--- src/pkwi_map.svh ---
`ifndef PKWI_MAP_SVH
`define PKWI_MAP_SVH

// Register indices; byte address is four times the index
`define PKWI_IDX_STATUS     16'h000C
`define PKWI_IDX_ENABLE     16'h000D

// Status and control field positions
`define PKWI_BIT_MODE       0
`define PKWI_BIT_MASK       1
`define PKWI_BIT_ACK        2
`define PKWI_BIT_FLAG       3

// Reset values
`define PKWI_RST_STATUS     8'h00
`define PKWI_RST_ENABLE     8'h00

// Service vector pair fetched by the processor
`define PKWI_VEC_HI         16'hFFEA
`define PKWI_VEC_LO         16'hFFEB

`endif

--- src/pkwi_pkg.sv ---
`default_nettype none

package pkwi_pkg;

    // Bus slave handshake states
    typedef enum logic [1:0] {
        PKWI_BUS_IDLE = 2'h1,
        PKWI_BUS_DONE = 2'h2
    } pkwi_bus_state_type;

endpackage : pkwi_pkg

`default_nettype wire

--- src/pkwi_sync.sv ---
`timescale 1ns/1ps
`default_nettype none

module pkwi_sync #(
    parameter int WIDTH = 8
) (
    // Clock and reset
    input  wire logic             clock,
    input  wire logic             rst_b,
    // Data
    input  wire logic [WIDTH-1:0] async_in,
    output logic      [WIDTH-1:0] sync_q
);

    logic [WIDTH-1:0] meta_q;

    // First stage feeds only the second stage
    always_ff @(posedge clock or negedge rst_b) begin
        if (!rst_b) begin
            meta_q <= '0;
            sync_q <= '0;
        end else begin
            meta_q <= async_in;
            sync_q <= meta_q;
        end
    end

endmodule : pkwi_sync

`default_nettype wire

--- src/pkwi_request.sv ---
`timescale 1ns/1ps
`default_nettype none

module pkwi_request #(
    parameter int PINS = 8
) (
    // Clock and reset
    input  wire logic            clock,
    input  wire logic            rst_b,
    // Pins and control
    input  wire logic [PINS-1:0] pin_level,
    input  wire logic [PINS-1:0] enable,
    input  wire logic            mode,
    input  wire logic            ack,
    // Request state
    output logic                 falling,
    output logic                 any_low,
    output logic                 latch_q,
    output logic                 pending_q
);

    logic all_high;
    logic prev_all_high_q;
    logic latch_d;

    // Disabled pins count as high
    assign all_high = &(pin_level | ~enable);
    assign any_low  = ~all_high;
    // Edge only when every enabled pin was high
    assign falling  = prev_all_high_q & any_low;
    // Set wins over a simultaneous acknowledge
    assign latch_d  = falling | (latch_q & ~ack);

    // Cleared low so a pin held low through reset raises nothing
    always_ff @(posedge clock or negedge rst_b) begin
        if (!rst_b) begin
            prev_all_high_q <= 1'b0;
        end else begin
            prev_all_high_q <= all_high;
        end
    end

    always_ff @(posedge clock or negedge rst_b) begin
        if (!rst_b) begin
            latch_q <= 1'b0;
        end else begin
            latch_q <= latch_d;
        end
    end

    // Level mode holds the request while any enabled pin is low
    always_ff @(posedge clock or negedge rst_b) begin
        if (!rst_b) begin
            pending_q <= 1'b0;
        end else begin
            pending_q <= latch_d | (mode & any_low);
        end
    end

endmodule : pkwi_request

`default_nettype wire

--- src/pkwi_top.sv ---
// Summary of operation
// - Each of eight enable bits makes its pin a keypad request source.
// - An enabled pin has its internal pull-up switched on.
// - Request latches when enabled pins go low after all were high.
// - Edge mode ignores a falling pin while another enabled pin is low.
// - Level mode holds the request while any enabled pin stays low.
// - Level mode clears only after acknowledge and all enabled pins high, any order.
// - A vector fetch acknowledges and clears the latched request.
// - Writing 1 to the acknowledge bit acknowledges; it reads as 0.
// - A falling edge after a software acknowledge latches a new request.
// - Unmasked request interrupts the processor, vector at fixed pair.
// - Edge mode clears at once on acknowledge, whatever the pins.
// - Reset clears request and trigger mode, even with a pin low.
// - Pending flag shows the request, unaffected by the mask.
// - Enable bit forces its pin to input over the direction bit.
// - Mask bit 1 blocks the request from the processor; reset clears.
// - Trigger mode 1 selects edge plus level, 0 edge only.
// - Status register bits 7 to 4 read as zero.
// - Reset clears the enable register and the pending flag.
// - Status at one address, enable at the next; both reset to zero.
//
// Our own choices: the register offsets and the Avalon-MM interface to the registers.
`timescale 1ns/1ps
`default_nettype none
`include "pkwi_map.svh"

module pkwi_top #(
    parameter int ADDR_W = 8,
    parameter int PINS   = 8
) (
    // Clock and reset
    input  wire logic              clock,
    input  wire logic              rst_b,
    // Avalon-MM slave
    input  wire logic [ADDR_W-1:0] avs_address,
    input  wire logic              avs_read,
    input  wire logic              avs_write,
    input  wire logic [31:0]       avs_writedata,
    input  wire logic [3:0]        avs_byteenable,
    output logic      [31:0]       avs_readdata,
    output logic                   avs_waitrequest,
    // Keypad pins
    input  wire logic [PINS-1:0]   keypad_input_pin,
    output logic      [PINS-1:0]   pullup_enable,
    output logic      [PINS-1:0]   pin_force_input,
    // Processor interrupt
    input  wire logic              vector_fetch,
    output logic                   irq_request
);

    localparam logic [ADDR_W-1:0] ADDR_STATUS =
        ADDR_W'(4 * `PKWI_IDX_STATUS);
    localparam logic [ADDR_W-1:0] ADDR_ENABLE =
        ADDR_W'(4 * `PKWI_IDX_ENABLE);
    // Named so each field takes exactly its own reset bit
    localparam logic [7:0]        RST_STATUS  = `PKWI_RST_STATUS;

    logic                        rst_meta_q;
    logic                        rst_sync_b;
    pkwi_pkg::pkwi_bus_state_type bus_state_q;
    logic                        wait_q;
    logic [31:0]                 readdata_q;
    logic [PINS-1:0]             enable_q;
    logic                        mask_q;
    logic                        mode_q;
    logic                        irq_q;
    logic [PINS-1:0]             pin_sync;
    logic                        falling;
    logic                        any_low;
    logic                        latch_q;
    logic                        pending_q;
    logic                        bus_req;
    logic                        bus_taken;
    logic                        wr_commit;
    logic                        wr_status;
    logic                        wr_enable;
    logic                        sw_ack;
    logic                        ack;
    logic [7:0]                  status_view;
    logic [31:0]                 read_value;

    // Reset assert is immediate, release is clocked in
    always_ff @(posedge clock or negedge rst_b) begin
        if (!rst_b) begin
            rst_meta_q <= 1'b0;
            rst_sync_b <= 1'b0;
        end else begin
            rst_meta_q <= 1'b1;
            rst_sync_b <= rst_meta_q;
        end
    end

    // Pins come from outside the clock domain
    pkwi_sync #(
        .WIDTH    (PINS)
    ) u_pin_sync (
        .clock    (clock),
        .rst_b    (rst_sync_b),
        .async_in (keypad_input_pin),
        .sync_q   (pin_sync)
    );

    // Request core
    pkwi_request #(
        .PINS      (PINS)
    ) u_request (
        .clock     (clock),
        .rst_b     (rst_sync_b),
        .pin_level (pin_sync),
        .enable    (enable_q),
        .mode      (mode_q),
        .ack       (ack),
        .falling   (falling),
        .any_low   (any_low),
        .latch_q   (latch_q),
        .pending_q (pending_q)
    );

    assign bus_req   = avs_read | avs_write;
    assign bus_taken = bus_req & (bus_state_q == pkwi_pkg::PKWI_BUS_IDLE);
    // Writes land on the edge where waitrequest is seen low
    assign wr_commit = avs_write & avs_byteenable[0] &
                       (bus_state_q == pkwi_pkg::PKWI_BUS_DONE);
    assign wr_status = wr_commit & (avs_address == ADDR_STATUS);
    assign wr_enable = wr_commit & (avs_address == ADDR_ENABLE);

    // Acknowledge is a pulse, never stored
    assign sw_ack = wr_status & avs_writedata[`PKWI_BIT_ACK];
    assign ack    = sw_ack | vector_fetch;

    // Upper bits and acknowledge read as zero
    always_comb begin
        status_view                 = 8'h00;
        status_view[`PKWI_BIT_FLAG] = pending_q;
        status_view[`PKWI_BIT_MASK] = mask_q;
        status_view[`PKWI_BIT_MODE] = mode_q;
    end

    // Unmapped addresses read zero and ignore writes
    always_comb begin
        if (avs_address == ADDR_STATUS) begin
            read_value = {24'h00_0000, status_view};
        end else if (avs_address == ADDR_ENABLE) begin
            read_value = {24'h00_0000, 8'(enable_q)};
        end else begin
            read_value = 32'h0000_0000;
        end
    end

    // One wait cycle for every access
    always_ff @(posedge clock or negedge rst_sync_b) begin
        if (!rst_sync_b) begin
            bus_state_q <= pkwi_pkg::PKWI_BUS_IDLE;
            wait_q      <= 1'b1;
        end else begin
            case (bus_state_q)
                pkwi_pkg::PKWI_BUS_IDLE: begin
                    if (bus_req) begin
                        bus_state_q <= pkwi_pkg::PKWI_BUS_DONE;
                        wait_q      <= 1'b0;
                    end
                end
                pkwi_pkg::PKWI_BUS_DONE: begin
                    bus_state_q <= pkwi_pkg::PKWI_BUS_IDLE;
                    wait_q      <= 1'b1;
                end
                default: begin
                    bus_state_q <= pkwi_pkg::PKWI_BUS_IDLE;
                    wait_q      <= 1'b1;
                end
            endcase
        end
    end

    // Read data captured when taken, stable while waitrequest is low
    always_ff @(posedge clock or negedge rst_sync_b) begin
        if (!rst_sync_b) begin
            readdata_q <= 32'h0000_0000;
        end else if (bus_taken & avs_read) begin
            readdata_q <= read_value;
        end
    end

    // Enable register
    always_ff @(posedge clock or negedge rst_sync_b) begin
        if (!rst_sync_b) begin
            enable_q <= PINS'(`PKWI_RST_ENABLE);
        end else if (wr_enable) begin
            enable_q <= avs_writedata[PINS-1:0];
        end
    end

    // Mask and trigger mode
    always_ff @(posedge clock or negedge rst_sync_b) begin
        if (!rst_sync_b) begin
            mask_q <= RST_STATUS[`PKWI_BIT_MASK];
            mode_q <= RST_STATUS[`PKWI_BIT_MODE];
        end else if (wr_status) begin
            mask_q <= avs_writedata[`PKWI_BIT_MASK];
            mode_q <= avs_writedata[`PKWI_BIT_MODE];
        end
    end

    // Processor fetches its vector from the fixed pair on this request
    always_ff @(posedge clock or negedge rst_sync_b) begin
        if (!rst_sync_b) begin
            irq_q <= 1'b0;
        end else begin
            irq_q <= pending_q & ~mask_q;
        end
    end

    assign avs_readdata    = readdata_q;
    assign avs_waitrequest = wait_q;
    // Pull-up and input override follow the enable bits
    assign pullup_enable   = enable_q;
    assign pin_force_input = enable_q;
    assign irq_request     = irq_q;

    property p_enable_pullup;
        @(posedge clock) disable iff (!rst_sync_b)
        wr_enable |=> pullup_enable == $past(avs_writedata[PINS-1:0])
                      && pin_force_input == pullup_enable;
    endproperty
    a_enable_pullup: assert property (p_enable_pullup)
        else $error("pull-up does not follow enable write");

    property p_fall_sets;
        @(posedge clock) disable iff (!rst_sync_b)
        falling |=> pending_q;
    endproperty
    a_fall_sets: assert property (p_fall_sets)
        else $error("falling edge did not raise the request");

    property p_edge_blocked;
        @(posedge clock) disable iff (!rst_sync_b)
        !mode_q && !latch_q && !falling |=> !pending_q;
    endproperty
    a_edge_blocked: assert property (p_edge_blocked)
        else $error("edge mode raised a request without an edge");

    property p_level_holds;
        @(posedge clock) disable iff (!rst_sync_b)
        mode_q && any_low |=> pending_q;
    endproperty
    a_level_holds: assert property (p_level_holds)
        else $error("level mode dropped request while a pin is low");

    property p_level_clear;
        @(posedge clock) disable iff (!rst_sync_b)
        mode_q && latch_q && !ack |=> pending_q;
    endproperty
    a_level_clear: assert property (p_level_clear)
        else $error("level request cleared without acknowledge");

    property p_edge_ack_clears;
        @(posedge clock) disable iff (!rst_sync_b)
        !mode_q && ack && !falling |=> !pending_q;
    endproperty
    a_edge_ack_clears: assert property (p_edge_ack_clears)
        else $error("edge mode acknowledge did not clear request");

    property p_ack_reads_zero;
        @(posedge clock) disable iff (!rst_sync_b)
        bus_taken && avs_read && avs_address == ADDR_STATUS
            |=> avs_readdata[`PKWI_BIT_ACK] == 1'b0
                && avs_readdata[7:4] == 4'h0;
    endproperty
    a_ack_reads_zero: assert property (p_ack_reads_zero)
        else $error("acknowledge or upper status bits read nonzero");

    property p_irq_follows;
        @(posedge clock) disable iff (!rst_sync_b)
        irq_request == ($past(pending_q) && !$past(mask_q));
    endproperty
    a_irq_follows: assert property (p_irq_follows)
        else $error("interrupt does not follow request and mask");

    property p_flag_read;
        @(posedge clock) disable iff (!rst_sync_b)
        bus_taken && avs_read && avs_address == ADDR_STATUS
            |=> avs_readdata[`PKWI_BIT_FLAG] == $past(pending_q);
    endproperty
    a_flag_read: assert property (p_flag_read)
        else $error("pending flag read differs from request");

    property p_bus_answer;
        @(posedge clock) disable iff (!rst_sync_b)
        bus_taken |=> !avs_waitrequest ##1 avs_waitrequest;
    endproperty
    a_bus_answer: assert property (p_bus_answer)
        else $error("bus answer not given in one wait cycle");

    property p_mode_write;
        @(posedge clock) disable iff (!rst_sync_b)
        wr_status |=> mode_q == $past(avs_writedata[`PKWI_BIT_MODE])
                      && mask_q == $past(avs_writedata[`PKWI_BIT_MASK]);
    endproperty
    a_mode_write: assert property (p_mode_write)
        else $error("mode or mask did not take the written value");

    property p_level_release;
        @(posedge clock) disable iff (!rst_sync_b)
        mode_q && !latch_q && !falling && !any_low |=> !pending_q;
    endproperty
    a_level_release: assert property (p_level_release)
        else $error("level request held after acknowledge and release");

    property p_unmapped_read;
        @(posedge clock) disable iff (!rst_sync_b)
        bus_taken && avs_read && avs_address != ADDR_STATUS
            && avs_address != ADDR_ENABLE
            |=> avs_readdata == 32'h0000_0000;
    endproperty
    a_unmapped_read: assert property (p_unmapped_read)
        else $error("unmapped address read nonzero");

    property p_mask_blocks;
        @(posedge clock) disable iff (!rst_sync_b)
        mask_q |=> !irq_request;
    endproperty
    a_mask_blocks: assert property (p_mask_blocks)
        else $error("masked request reached the processor");

    property p_cov_edge_irq;
        @(posedge clock) disable iff (!rst_sync_b)
        !mode_q && falling ##2 irq_request;
    endproperty
    c_cov_edge_irq: cover property (p_cov_edge_irq);

    property p_cov_level_any_order;
        @(posedge clock) disable iff (!rst_sync_b)
        mode_q && any_low && ack ##1 pending_q ##[1:50] !any_low;
    endproperty
    c_cov_level_any_order: cover property (p_cov_level_any_order);

    property p_cov_sw_ack;
        @(posedge clock) disable iff (!rst_sync_b)
        pending_q && sw_ack ##1 !pending_q;
    endproperty
    c_cov_sw_ack: cover property (p_cov_sw_ack);

    property p_cov_masked_poll;
        @(posedge clock) disable iff (!rst_sync_b)
        mask_q && pending_q && bus_taken && avs_read;
    endproperty
    c_cov_masked_poll: cover property (p_cov_masked_poll);

endmodule : pkwi_top

`default_nettype wire

--- config.mk ---
export PLATFORM = sky130hd
export DESIGN_NAME = pkwi_top
export DESIGN_NICKNAME = d
export VERILOG_FILES = /design/src/pkwi_pkg.sv /design/src/pkwi_sync.sv /design/src/pkwi_request.sv /design/src/pkwi_top.sv
export VERILOG_INCLUDE_DIRS = /design/src
export SDC_FILE = /design/constraint.sdc
export NUM_CORES = 1
export LEC_CHECK = 0
export BUFFER_PORTS_ARGS = -buffer_cell sky130_fd_sc_hd__buf_2
export CAP_MARGIN = 0
export CORE_MARGIN = 2
export CORE_UTILIZATION = 38
export CTS_CLUSTER_SIZE = 8
export DETAILED_ROUTE_END_ITERATION = 12
export GPL_ROUTABILITY_DRIVEN = 0
export MAX_ROUTING_LAYER = met4
export PLACE_DENSITY = 0.8
export REMOVE_ABC_BUFFERS = 1
export SLEW_MARGIN = 20
export SYNTH_ARGS = -nofsm -noshare
export SYNTH_HDL_FRONTEND = slang
export SYNTH_SLANG_ARGS = --single-unit
--- constraint.sdc ---
create_clock -name clock -period 1.35 [get_ports clock]
set_input_delay 0.3375 -clock clock [delete_from_list [all_inputs] [get_ports clock]]
set_output_delay 0.3375 -clock clock [all_outputs]
set_load 0.03 [all_outputs]
== Yosys cells after proc, flatten, opt, wreduce, memory -nomap -nowiden ==
Cells that the tools add are included.

* Register bits: 67
* Input port bits: 57
* Output and inout bits: 50

* Eq/ne operators: 5
* Bitwise logic cells: 20
* Reductions and logical operators: 1
* Mux-type cells: 6

{| class="wikitable"
|+ Operators by type and width
! cell !! count
|-
| $mux 32 || 1
|-
| $eq 8x6->1 const B || 2
|-
| $and 1x1->1 || 11
|-
| $mux 8 || 1
|-
| $not 8->8 || 1
|-
| $or 8x8->8 || 1
|-
| $reduce_and 8->1 || 1
|-
| $mux 2 || 2
|-
| $or 1x1->1 || 4
|-
| $not 1->1 || 3
|-
| $eq 2x1->1 const B || 1
|-
| $eq 2x2->1 const B || 1
|-
| $mux 1 || 2
|-
| $ne 2x2->1 const B || 1
|}

== Depth between registers and ports, before layout ==
Gate-level depths: netlist (run 1).

* Depth in word-level cells: 9
* Mapped depth: 5
* Depth with buffers taken out: 4

== Cells and area by module ==
From an unflattened synthesis (run 1), not the netlist that was laid out.

* Cell total of the unflattened synthesis: 147
* Area total of the unflattened synthesis: 1823.0 um^2

{| class="wikitable"
|+ Modules (own cells, without submodules)
! module !! cells an instance !! instances !! seq. area each (um^2) !! area each (um^2)
|-
| pkwi_top || 109 || 1 || 576.8 || 1246.2
|-
| pkwi_sync || 16 || 1 || 400.4 || 400.4
|-
| pkwi_request || 22 || 1 || 75.1 || 176.4
|}

== Worst setup path after synthesis (run 1) ==
No wires, ideal clock.

* Kind: input port to flip-flop
* Start: in avs_address[6]
* End: reg enable_q[0] (netlist: pin_force_input[0])
* Arrival: 1751 ps
* Library setup time: 125 ps
* Stages on the path: 4
* Slack: -526 ps
* Required time: 1225 ps
* Cell sequence: or4_4 -> or3_4 -> nor2_8 -> mux2_2

* Word-level cells in the longest chain between the ends: 2

{| class="wikitable"
|+ Ends and longest elaborated chain
! item !! RTL line !! RTL
|-
| start, declared || pkwi_top.sv:35 || <nowiki>input wire logic [ADDR_W-1:0] avs_address,</nowiki>
|-
| $eq 8x6->1 || pkwi_top.sv:125 || <nowiki>assign wr_enable = wr_commit & (avs_address == ADDR_ENABLE);</nowiki>
|-
| $and 1x1->1 || pkwi_top.sv:125 ||
|-
| end signal, assigned || pkwi_top.sv:187 || <nowiki>enable_q <= PINS'(`PKWI_RST_ENABLE);</nowiki>
|-
| end signal, assigned || pkwi_top.sv:189 || <nowiki>enable_q <= avs_writedata[PINS-1:0];</nowiki>
|-
| end, declared || pkwi_top.sv:63 || <nowiki>logic [PINS-1:0] enable_q;</nowiki>
|}

No other way between the ends.
A chain may end at the register's enable or synchronous reset.

== Final worst setup path (run 1) ==
* Start: in avs_address[6]
* End: reg enable_q[2] (netlist: pin_force_input[2])

The elaborated chain is that of the path after synthesis.

==> metrics.md, run 1 <==
| Metric | Value |
|---|---|
| Synth Instances | `134` |
| Max-cap violations | `0` |
| Failing checks | `negative setup slack` |
| Min Tclk post-route | `1714 ps` |
| Period utilization | `126.9%` |
| Seq cells post-synth | `42` |
| Synth area leaders | `dfrtp_1 (60%), buf_4 (14%), mux2_2 (4.6%)` |
| Hold Path Class | `input port to flip-flop` |
| CP arrival | `1900 ps` |
| Switching power | `between 0.6 and 0.7 mW` |
| Die H | `approximately 71 um` |
| Warnings from Yosys | `0` |
| Finished Core Util | `approximately half` |
| Residual DRC | `0` |
| Core Rows | `24` |
| Max Fclk | `583.5 MHz` |
| Mapped Area | `~1700 um2` |
| Switching part of the total power | `between 20% and 30%` |
| GR Util met1 | `between 10 and 15%` |
| Worst hold slack | `roughly 150 ps` |
| Worst setup EP type | `flip-flop` |
| Fin nets | `around 250` |
| Avg Synthesized Cell Area | `around 13 um2` |
| DRT Wirelength | `a little under 3000 um` |
| R2r setup slk | `-170 ps` |
| # placed instances | `240` |
| Finished Layout Cells | `between 200 and 250` |
| Setup WS pre-CTS | `-675.4 ps` |
| Met2 GRT Util | `a little under a fifth` |
| FILL cells | `409` |
| Clock Skews | `approximately 9 ps` |
| EDFF count, synth | `0` |
| Sequential area share after synthesis | `between 60% and 70%` |
| Slew Viols, Final | `0` |
| Clock buffer depth | `2` |
| WP data required | `~1500 ps` |
| WL/cell | `11.92 um` |
| Final ANT Viol Nets | `0` |
| 1st-iter DRT viols | `38` |
| CTS tree | `done` |
| Final setup TNS | `-4485 ps` |
| IO Pins | `107` |
| Core ar. | `between 4000 and 5000 um2` |
| Synth Area in Simple Gates | `6.919%` |
| Initial antenna violation count | `0` |
| CTS buffer count | `5` |
| Area occupied by registers | `~1100 um2` |
| Final Total Pwr | `2.724 mW` |
| Htree depth | `2` |
| Routed vias | `between 1,000 and 1,500` |
| Largest net degree at the start of global routing | `25` |
| Diodes inserted | `0` |
| Clock sink count | `between 40 and 50` |
| Setup ws final | `-363.7 ps` |
| Unique masters post-synth | `26` |
| Clk_lat worst skew | `290 ps` |
| Clk Tree Root Cell | `clkbuf_8` |
| Vias/cell | `about 4.2` |
| Post-synth top flop | `dfrtp_1` |
| Critical Path, Cell by Cell | `buf_6, or4_4, or3_4, nor2_8, mux2_2` |
| Total global-route track usage | `between 10% and 20%` |
| Dpl hpwl | `around 2200 um` |
| Yosys top cell by area | `dfrtp_1` |
| Most frequent cells after synthesis | `dfrtp_1 (41), buf_4 (32), inv_1 (11)` |
| Logic pwr share | `14.2%` |
| Top delay family on crit path | `simple AND/OR/NAND/NOR gates` |
| P_leak | `approximately 1.2 nW` |
| Final hold viol count | `0` |
| Top-count cell post-synth | `dfrtp_1` |
| Setup violators final | `20` |
| Reg clk slew, reported paths | `roughly 80 ps` |
| P_int | `slightly above 2 mW` |
| Die area | `5074 um2` |
| Flop pwr share | `between 50% and 60%` |
| Met3 usage | `about 5.5%` |
| Vias in the first global route | `926` |
| Clock share of power | `35.0%` |
| Status | `finished with violations` |
| First-pass GRT wire length | `4505 um` |
| Top Usage Layer GRT | `met2` |
| Worst setup SP type | `input port` |
| DR pass1 iterations | `4` |
| Multi-input logic area | `508.0 um2` |
| Synth Area in Compound Gates | `roughly 6.5%` |
| Buf/Inv on CP | `1` |
| PwrDens | `roughly 1300 nW/um2` |
| FFs w/ async S/R, synth | `100.0%` |
| WS Path Type | `input port to flip-flop` |
| CP Max Fanout | `8` |
| Post-Layout Inst Area | `2153 um2` |
| RSZ-0062 raised after global routing | `yes` |
| Grt total ovfl | `0` |
| Portion of netlist area occupied by mux cells | `8.303%` |
| XOR/XNOR Fraction of Synth Area | `0%` |
| Synth Area in Adders | `0%` |
| Area share of the largest cell type after synthesis | `59.72%` |
| Layout cells sized above 1 | `approximately 45%` |
| Area Growth Syn to Fin | `25.35%` |
| Die width | `slightly above 70 um` |
| Slowest stage delay, CP | `about 530 ps` |
| VDD IR-drop max | `around 560 uV` |
| I/O Buffers | `55` |
| Crit path max-delay cell type | `or4_4` |
| Dpl cell area | `1982 um2` |
| Initial core utilization | `a little under 40%` |
| Largest family of logic cells by synthesized area | `buffers and inverters` |
## worst register-to-register path: stages (launching register included)
cell and delay (ps):
dfstp_2 380, nand4b_1 270, buf_4 230, nor2_8 180, mux2_2 360
## cell type report
class	count	area share [%]
Clock buffer	7	3.544
Clock inverter	1	1.395
Inverter	11	1.917
Multi-Input combinational cell	71	23.59
Sequential cell	42	48.98
Tap cell	52	3.021
Timing Repair Buffer	65	17.55
## sequential cells by signal, summed over array words and instances (netlist names)
register                   count
rst_sync_b                     1
mask_q                         1
bus_state_q                    2
pin_force_input                8
u_request.pending_q            1
u_request.latch_q              1
irq_request                    1
avs_readdata                   8
mode_q                         1
u_pin_sync.meta_q              8
u_pin_sync.sync_q              8
rst_meta_q                     1
u_request.prev_all_high_q      1
## cell families after synthesis
family,count (synthesis)
other,2
and+or+nand+nor,17
AOI/OAI and AO/OA,16
DFF,42
buffers and inverters,44
muxes,13
## metal layers
| layer | wire (um) | vias up |
|---|---|---|
| met5 | 0 | - |
| met4 | 36 | 0 |
| met3 | 271 | 6 |
| met2 | 1511 | 52 |
| met1 | 1149 | 476 |
| li1 | - | 509 |
## final timing paths
check / startpoint / end / cells past startpoint
worst max-delay path: avs_address[6] / pin_force_input[2] / 5
worst min-delay path: keypad_input_pin[1] / u_pin_sync.meta_q[1] / 1
worst max register to register: bus_state_q[0] / pin_force_input[2] / 4
worst min register to register: rst_sync_b / u_pin_sync.meta_q[0] / 0
max in group asynchronous: rst_sync_b / bus_state_q[0] / 1
min in group asynchronous: rst_sync_b / u_pin_sync.meta_q[0] / 0
## power by group through the flow
stage | Combinational [mW] | Sequential, mW | Clock [mW]
2_1_floorplan | 0.165 | 1.45 | 0
3_3_place_gp | 0.333 | 1.39 | 0
3_5_place_dp | 0.339 | 1.40 | 0
4_1_cts | 0.360 | 1.37 | 0.974
5_1_grt | 0.416 | 1.39 | 1.04
6_report | 0.388 | 1.38 | 0.952
## timing repair
action | in CTS | in global routing
hold buffers | 1 | 0
resized for setup | 10 | 6
pin swaps | 4 | 1
setup endpoints to repair | 21 | 23
buffers inserted | 0 | 0
hold endpoints to repair | 2 | 0
## placed cells by master (no fill, tap or decap)
cell           synthesis  routed
mux2i_1                3       3
o21a_1                 1       1
a22o_1                 5       5
nor2b_4                0       1
inv_1                 11      11
nand2_1                4       3
or3_4                  1       2
o21ai_2                0       2
mux2_2                 7       6
nand3b_1               1       1
buf_12                 0       1
mux2_1                 3       3
o21ai_1                0       1
nor2_1                 2       2
clkbuf_8               0       5
dfstp_2                1       1
nand2b_1               1       1
buf_6                  0       2
dfrtp_1               41      39
bufinv_16              0       1
nor4_1                 2       1
nand2_2                0       1
buf_2                  0      53
o22ai_1                4       4
dlygate4sd3_1          0       1
nor2_8                 1       1
clkbuf_1               1       2
conb_1                 2      25
or4_4                  1       1
nor4_4                 0       1
o21bai_1               2       2
dfrtp_2                0       2
mux2_4                 0       1
a21oi_1                1       1
buf_4                 32       8
nor2b_1                2       1
nand4b_1               1       1
No activity file was read; power rests on OpenSTA's default activity.
==> inputs of run 2 (changes only) <==
==> constraint.sdc (replaced) <==
create_clock -name clock -period 1.35 [get_ports clock]
set_input_delay 0.2025 -clock clock [delete_from_list [all_inputs] [get_ports clock]]
set_output_delay 0.2025 -clock clock [all_outputs]
set_load 0.03 [all_outputs]
==> metrics.md, run 2 (synthesis gave the netlist of run 1 again) <==
| Metric | Value |
|---|---|
| Status | `finished with violations` |
| Failing checks | `negative setup slack` |
| P_int | `2.090 mW (+2.6%)` |
| 1st-iter DRT viols | `28 (-26%)` |
| Die H | `71.24 um (unchanged)` |
| I/O Buffers | `55 (unchanged)` |
| Flop pwr share | `49.4% (-1.4 points)` |
| CTS tree | `done` |
| Logic pwr share | `16.7% (+2.5 points)` |
| VDD IR-drop max | `574.7 uV (+2.4%)` |
| R2r setup slk | `-150 ps (+20 ps)` |
| Clock buffer depth | `2 (unchanged)` |
| Clock Skews | `8.395 ps (-0.5625 ps)` |
| Fin nets | `260 (+2.8%)` |
| Largest net degree at the start of global routing | `25 (unchanged)` |
| Routed vias | `1,067 (+2.3%)` |
| Most frequent cells in the layout | `buf_2 (54), dfrtp_1 (40), conb_1 (25)` |
| Core Rows | `24 (unchanged)` |
| WS Path Type | `input port to flip-flop` |
| Area Growth Syn to Fin | `29.28%` |
| Htree depth | `2 (unchanged)` |
| Final hold viol count | `0 (unchanged)` |
| Diodes inserted | `0 (unchanged)` |
| Max-cap violations | `0 (unchanged)` |
| P_leak | `1.218 nW (+3.4%)` |
| DR pass1 iterations | `2 (-2)` |
| Initial antenna violation count | `0 (unchanged)` |
| Setup WS pre-CTS | `-540.4 ps (+135.0 ps)` |
| Period utilization | `116.9% (-10 points)` |
| DRT Wirelength | `3029 um (+2.1%)` |
| Switching power | `0.7011 mW (+2.0%)` |
| FILL cells | `405 (-0.98%)` |
| Vias/cell | `4.168 (-0.50%)` |
| RSZ-0062 raised after global routing | `yes` |
| Slowest stage delay, CP | `530 ps (about the same)` |
| Residual DRC | `0 (unchanged)` |
| Worst setup SP type | `input port` |
| Hold Path Class | `input port to flip-flop` |
| Slew Viols, Final | `0 (unchanged)` |
| Clock share of power | `33.9% (-1.1 points)` |
| WL/cell | `11.83 um (-0.74%)` |
| Reg clk slew, reported paths | `80 ps (about the same)` |
| Final ANT Viol Nets | `0 (unchanged)` |
| CP arrival | `1760 ps (-140 ps)` |
| Core ar. | `4354 um2 (unchanged)` |
| Initial core utilization | `39.45% (unchanged)` |
| Worst setup EP type | `flip-flop` |
| Clk_lat worst skew | `290 ps (about the same)` |
| Setup violators final | `20 (unchanged)` |
| Finished Core Util | `51.01% (+1.6 points)` |
| Critical Path, Cell by Cell | `buf_6, or4_4, or3_4, nor2_8, mux2_2` |
| IO Pins | `107 (unchanged)` |
| Clk Tree Root Cell | `clkbuf_8` |
| Leading cell type in the layout, fill and taps excluded | `buf_2` |
| First-pass GRT wire length | `4491 um (-0.31%)` |
| Vias in the first global route | `931 (+0.54%)` |
| Dpl hpwl | `2228 um (unchanged)` |
| Clock sink count | `42 (unchanged)` |
| CTS buffer count | `5 (unchanged)` |
| Setup ws final | `-228.4 ps (+135.3 ps)` |
| Grt total ovfl | `0 (unchanged)` |
| PwrDens | `1257 nW/um2 (-0.68%)` |
| Die width | `71.24 um (unchanged)` |
| Min Tclk post-route | `1578 ps (-135.3 ps)` |
| Top delay family on crit path | `simple AND/OR/NAND/NOR gates` |
| CP Max Fanout | `8 (unchanged)` |
| Crit path max-delay cell type | `or4_4` |
| WP data required | `1540 ps (about the same)` |
| Switching part of the total power | `25.12% (-0.10 points)` |
| Die area | `5074 um2 (unchanged)` |
| Max Fclk | `633.6 MHz (+8.6%)` |
| Total global-route track usage | `12.44% (-0.062 points)` |
| Layout cells sized above 1 | `44.61% (-0.57 points)` |
| Buf/Inv on CP | `1 (unchanged)` |
run 2: routing by layer:
metal / track usage, % / part of all wire [%]
met5: - / 0
met4: 6.289 / 2.0
met3: 5.485 / 9.3
met2: 19.03 / 50
met1: 13.81 / 39
run 2: power by group through the flow:
stage	clock, mW	combinational (mW)	sequential (mW)
after floorplan	0	0.165	1.45
after global placement	0	0.333	1.39
after detailed placement	0	0.339	1.40
after CTS	0.974	0.368	1.38
after global routing	1.04	0.496	1.39
final	0.947	0.465	1.38
run 2: cell type report:
type | instances | area (um2) | share of cell area (%)
tap | 52 | 65.06 | 2.930
inverter | 11 | 41.29 | 1.859
clock inverter | 1 | 30.03 | 1.352
multi-input combinational | 71 | 513.0 | 23.10
clock buffer | 7 | 76.32 | 3.437
timing repair buffer | 72 | 441.7 | 19.89
sequential | 42 | 1054 | 47.44
run 2: worst paths after layout:
check / depth (start not counted) / end / startpoint
hold / removal: 1 / u_pin_sync.meta_q[1] / keypad_input_pin[1]
max in group asynchronous: 1 / bus_state_q[0] / rst_sync_b
setup reg to reg: 4 / pin_force_input[2] / bus_state_q[0]
hold reg to reg: 0 / u_pin_sync.meta_q[0] / rst_sync_b
setup / recovery: 5 / pin_force_input[2] / avs_address[6]
min in group asynchronous: 0 / u_pin_sync.meta_q[0] / rst_sync_b
run 2: timing repair:
| action | 4_1_cts | 5_1_grt |
|---|---|---|
| setup endpoints to repair | 20 | 20 |
| endpoints found under the hold margin | 2 | 4 |
| hold buffers | 1 | 4 |
| setup buffers | 0 | 3 |
| pin swaps | 3 | 2 |
| gates resized for setup | 8 | 8 |
run 2: per-stage QoR:
step                total power, mW  cell area (um2)  cells  setup TNS [ps]  hold WS, ps
global placement              1.726             1982    240           -8219       -10.06
floorplan                     1.611             1560    124           -5920       -93.09
CTS                           2.722             2130    249           -1939       0.6207
finish                        2.791             2221    256           -2225        12.13
detailed placement            1.735             1982    240           -8431       -9.129
global route                  2.923             2221    256           -2845       0.2984
==> inputs of run 3 (changes only) <==
==> constraint.sdc (replaced) <==
create_clock -name clock -period 1.35 [get_ports clock]
set_input_delay 0.27 -clock clock [delete_from_list [all_inputs] [get_ports clock]]
set_output_delay 0.27 -clock clock [all_outputs]
set_load 0.03 [all_outputs]
==> metrics.md, run 3 (synthesis gave the netlist of run 1 again) <==
| Metric | Value |
|---|---|
| Setup WS pre-CTS | `-607.9 ps (-67.50 ps)` |
| WL/cell | `11.90 um (+0.54%)` |
| Finished Layout Cells | `250 (-2.3%)` |
| Finished Core Util | `49.45% (-1.6 points)` |
| WP data required | `1540 ps (about the same)` |
| Leading cell type in the layout, fill and taps excluded | `buf_2` |
| Worst setup SP type | `input port` |
| IO Pins | `107 (unchanged)` |
| Buf/Inv on CP | `1 (unchanged)` |
| Multi-input logic area | `508.0 um2 (-0.98%)` |
| First-pass GRT wire length | `4491 um (unchanged)` |
| Switching part of the total power | `25.35% (+0.22 points)` |
| Dpl cell area | `1982 um2 (unchanged)` |
| DRT Wirelength | `2974 um (-1.8%)` |
| Switching power | `0.6887 mW (-1.8%)` |
| Worst setup EP type | `flip-flop` |
| Period utilization | `121.8% (+4.9 points)` |
| Diodes inserted | `0 (unchanged)` |
| Top delay family on crit path | `simple AND/OR/NAND/NOR gates` |
| Initial antenna violation count | `0 (unchanged)` |
| P_int | `2.028 mW (-2.9%)` |
| CTS tree | `done` |
| Fin nets | `254 (-2.3%)` |
| CP Max Fanout | `8 (unchanged)` |
| Htree depth | `2 (unchanged)` |
| Grt total ovfl | `0 (unchanged)` |
| Clk_lat worst skew | `300 ps (about the same)` |
| Max-cap violations | `0 (unchanged)` |
| Slew Viols, Final | `0 (unchanged)` |
| Area occupied by registers | `1054 um2 (unchanged)` |
| Slowest stage delay, CP | `530 ps (about the same)` |
| DR pass1 iterations | `4 (+2)` |
| Failing checks | `negative setup slack` |
| Vias/cell | `4.152 (-0.38%)` |
| Die H | `71.24 um (unchanged)` |
| CTS buffer count | `5 (unchanged)` |
| VDD IR-drop max | `561.1 uV (-2.4%)` |
| Hold wc startpoint | `keypad_input_pin[1]` |
| Post-Layout Inst Area | `2153 um2 (-3.0%)` |
| CP arrival | `1830 ps (+70 ps)` |
| Clock share of power | `35.1% (+1.2 points)` |
| Crit path max-delay cell type | `or4_4` |
| Flop pwr share | `50.8% (+1.4 points)` |
| Worst hold slack | `77.19 ps (+65.06 ps)` |
| Final ANT Viol Nets | `0 (unchanged)` |
| Max Fclk | `608.1 MHz (-4.0%)` |
| Min Tclk post-route | `1645 ps (+66.17 ps)` |
| Core Rows | `24 (unchanged)` |
| PwrDens | `1262 nW/um2 (+0.42%)` |
| Logic pwr share | `14.1% (-2.6 points)` |
| Initial core utilization | `39.45% (unchanged)` |
| Critical Path, Cell by Cell | `buf_6, or4_4, or3_4, nor2_8, mux2_2` |
| Clk Tree Root Cell | `clkbuf_8` |
| Dpl hpwl | `2228 um (unchanged)` |
| Clock Skews | `9.303 ps (+0.9082 ps)` |
| 1st-iter DRT viols | `38 (+36%)` |
| Setup ws final | `-294.6 ps (-66.17 ps)` |
| Vias in the first global route | `933 (+0.21%)` |
| Layout cells sized above 1 | `44.95% (+0.34 points)` |
| Setup violators final | `20 (unchanged)` |
| Most frequent cells in the layout | `buf_2 (54), dfrtp_1 (40), conb_1 (25)` |
| Reg clk slew, reported paths | `80 ps (about the same)` |
| Core ar. | `4354 um2 (unchanged)` |
| Final hold viol count | `0 (unchanged)` |
| Residual DRC | `0 (unchanged)` |
| Status | `finished with violations` |
| Die width | `71.24 um (unchanged)` |
| Clock sink count | `42 (unchanged)` |
| I/O Buffers | `55 (unchanged)` |
| Largest net degree at the start of global routing | `25 (unchanged)` |
| Total global-route track usage | `12.44% (unchanged)` |
| FILL cells | `409 (+0.99%)` |
| Final setup TNS | `-3151 ps (-926.5 ps)` |
| Routed vias | `1,038 (-2.7%)` |
| Area Growth Syn to Fin | `25.35%` |
| Hold Path Class | `input port to flip-flop` |
| RSZ-0062 raised after global routing | `yes` |
| Crit path launch | `avs_address[6]` |
| Die area | `5074 um2 (unchanged)` |
| WS Path Type | `input port to flip-flop` |
| Clock buffer depth | `2 (unchanged)` |
| R2R Path Start | `bus_state_q[0]` |
| Final Total Pwr | `2.717 mW (-2.6%)` |
| P_leak | `1.182 nW (-2.9%)` |
| # placed instances | `240 (unchanged)` |
-- run 3: worst register-to-register path, delay by kind of cell, from the launching register on --
kind	cells	cell delay (ps)
AND/OR/NAND/NOR	2	450
flip-flops	1	380
multiplexers	1	360
buffers and inverters	1	230
-- run 3: what timing repair did --
item | CTS | global route
resized for setup | 9 | 4
hold buffers | 1 | 0
buffers inserted | 0 | 1
hold endpoints to repair | 2 | 0
pin swaps | 3 | 3
setup endpoints to repair | 20 | 19
-- run 3: area by class of cell --
cell class                      instances  area share (%)
Sequential cell                        42           48.92
Timing Repair Buffer                   66           17.61
Multi-Input combinational cell         71           23.59
Tap cell                               52           3.021
Clock buffer                            7           3.544
Clock inverter                          1           1.395
Inverter                               11           1.917
-- run 3: metal layers --
metal / vias up / routed length [um] / part of all wire (%) / GRT usage (%)
met3: 6 / 274 / 9.2 / 5.485
met5: - / 0 / 0 / -
met1: 469 / 1146 / 39 / 13.81
met2: 53 / 1509 / 51 / 19.03
met4: 0 / 44 / 1.5 / 6.289
li1: 510 / - / - / -
-- run 3: path summary, 6_finish.rpt --
kind / slack, ps / depth (start not counted) / end
max: -290 / 5 / pin_force_input[2]
min: 80 / 1 / u_pin_sync.meta_q[1]
max reg2reg: -160 / 4 / pin_force_input[2]
min reg2reg: 180 / 0 / u_pin_sync.meta_q[0]
max in group asynchronous: 660 / 1 / bus_state_q[0]
min in group asynchronous: 180 / 0 / u_pin_sync.meta_q[0]
-- run 3: power groups by stage --
stage / clock network [mW] / logic [mW] / registers (mW)
floorplan: 0 / 0.165 / 1.45
global placement: 0 / 0.333 / 1.39
detailed placement: 0 / 0.339 / 1.40
CTS: 0.974 / 0.368 / 1.38
global route: 1.04 / 0.411 / 1.39
finish: 0.955 / 0.382 / 1.38
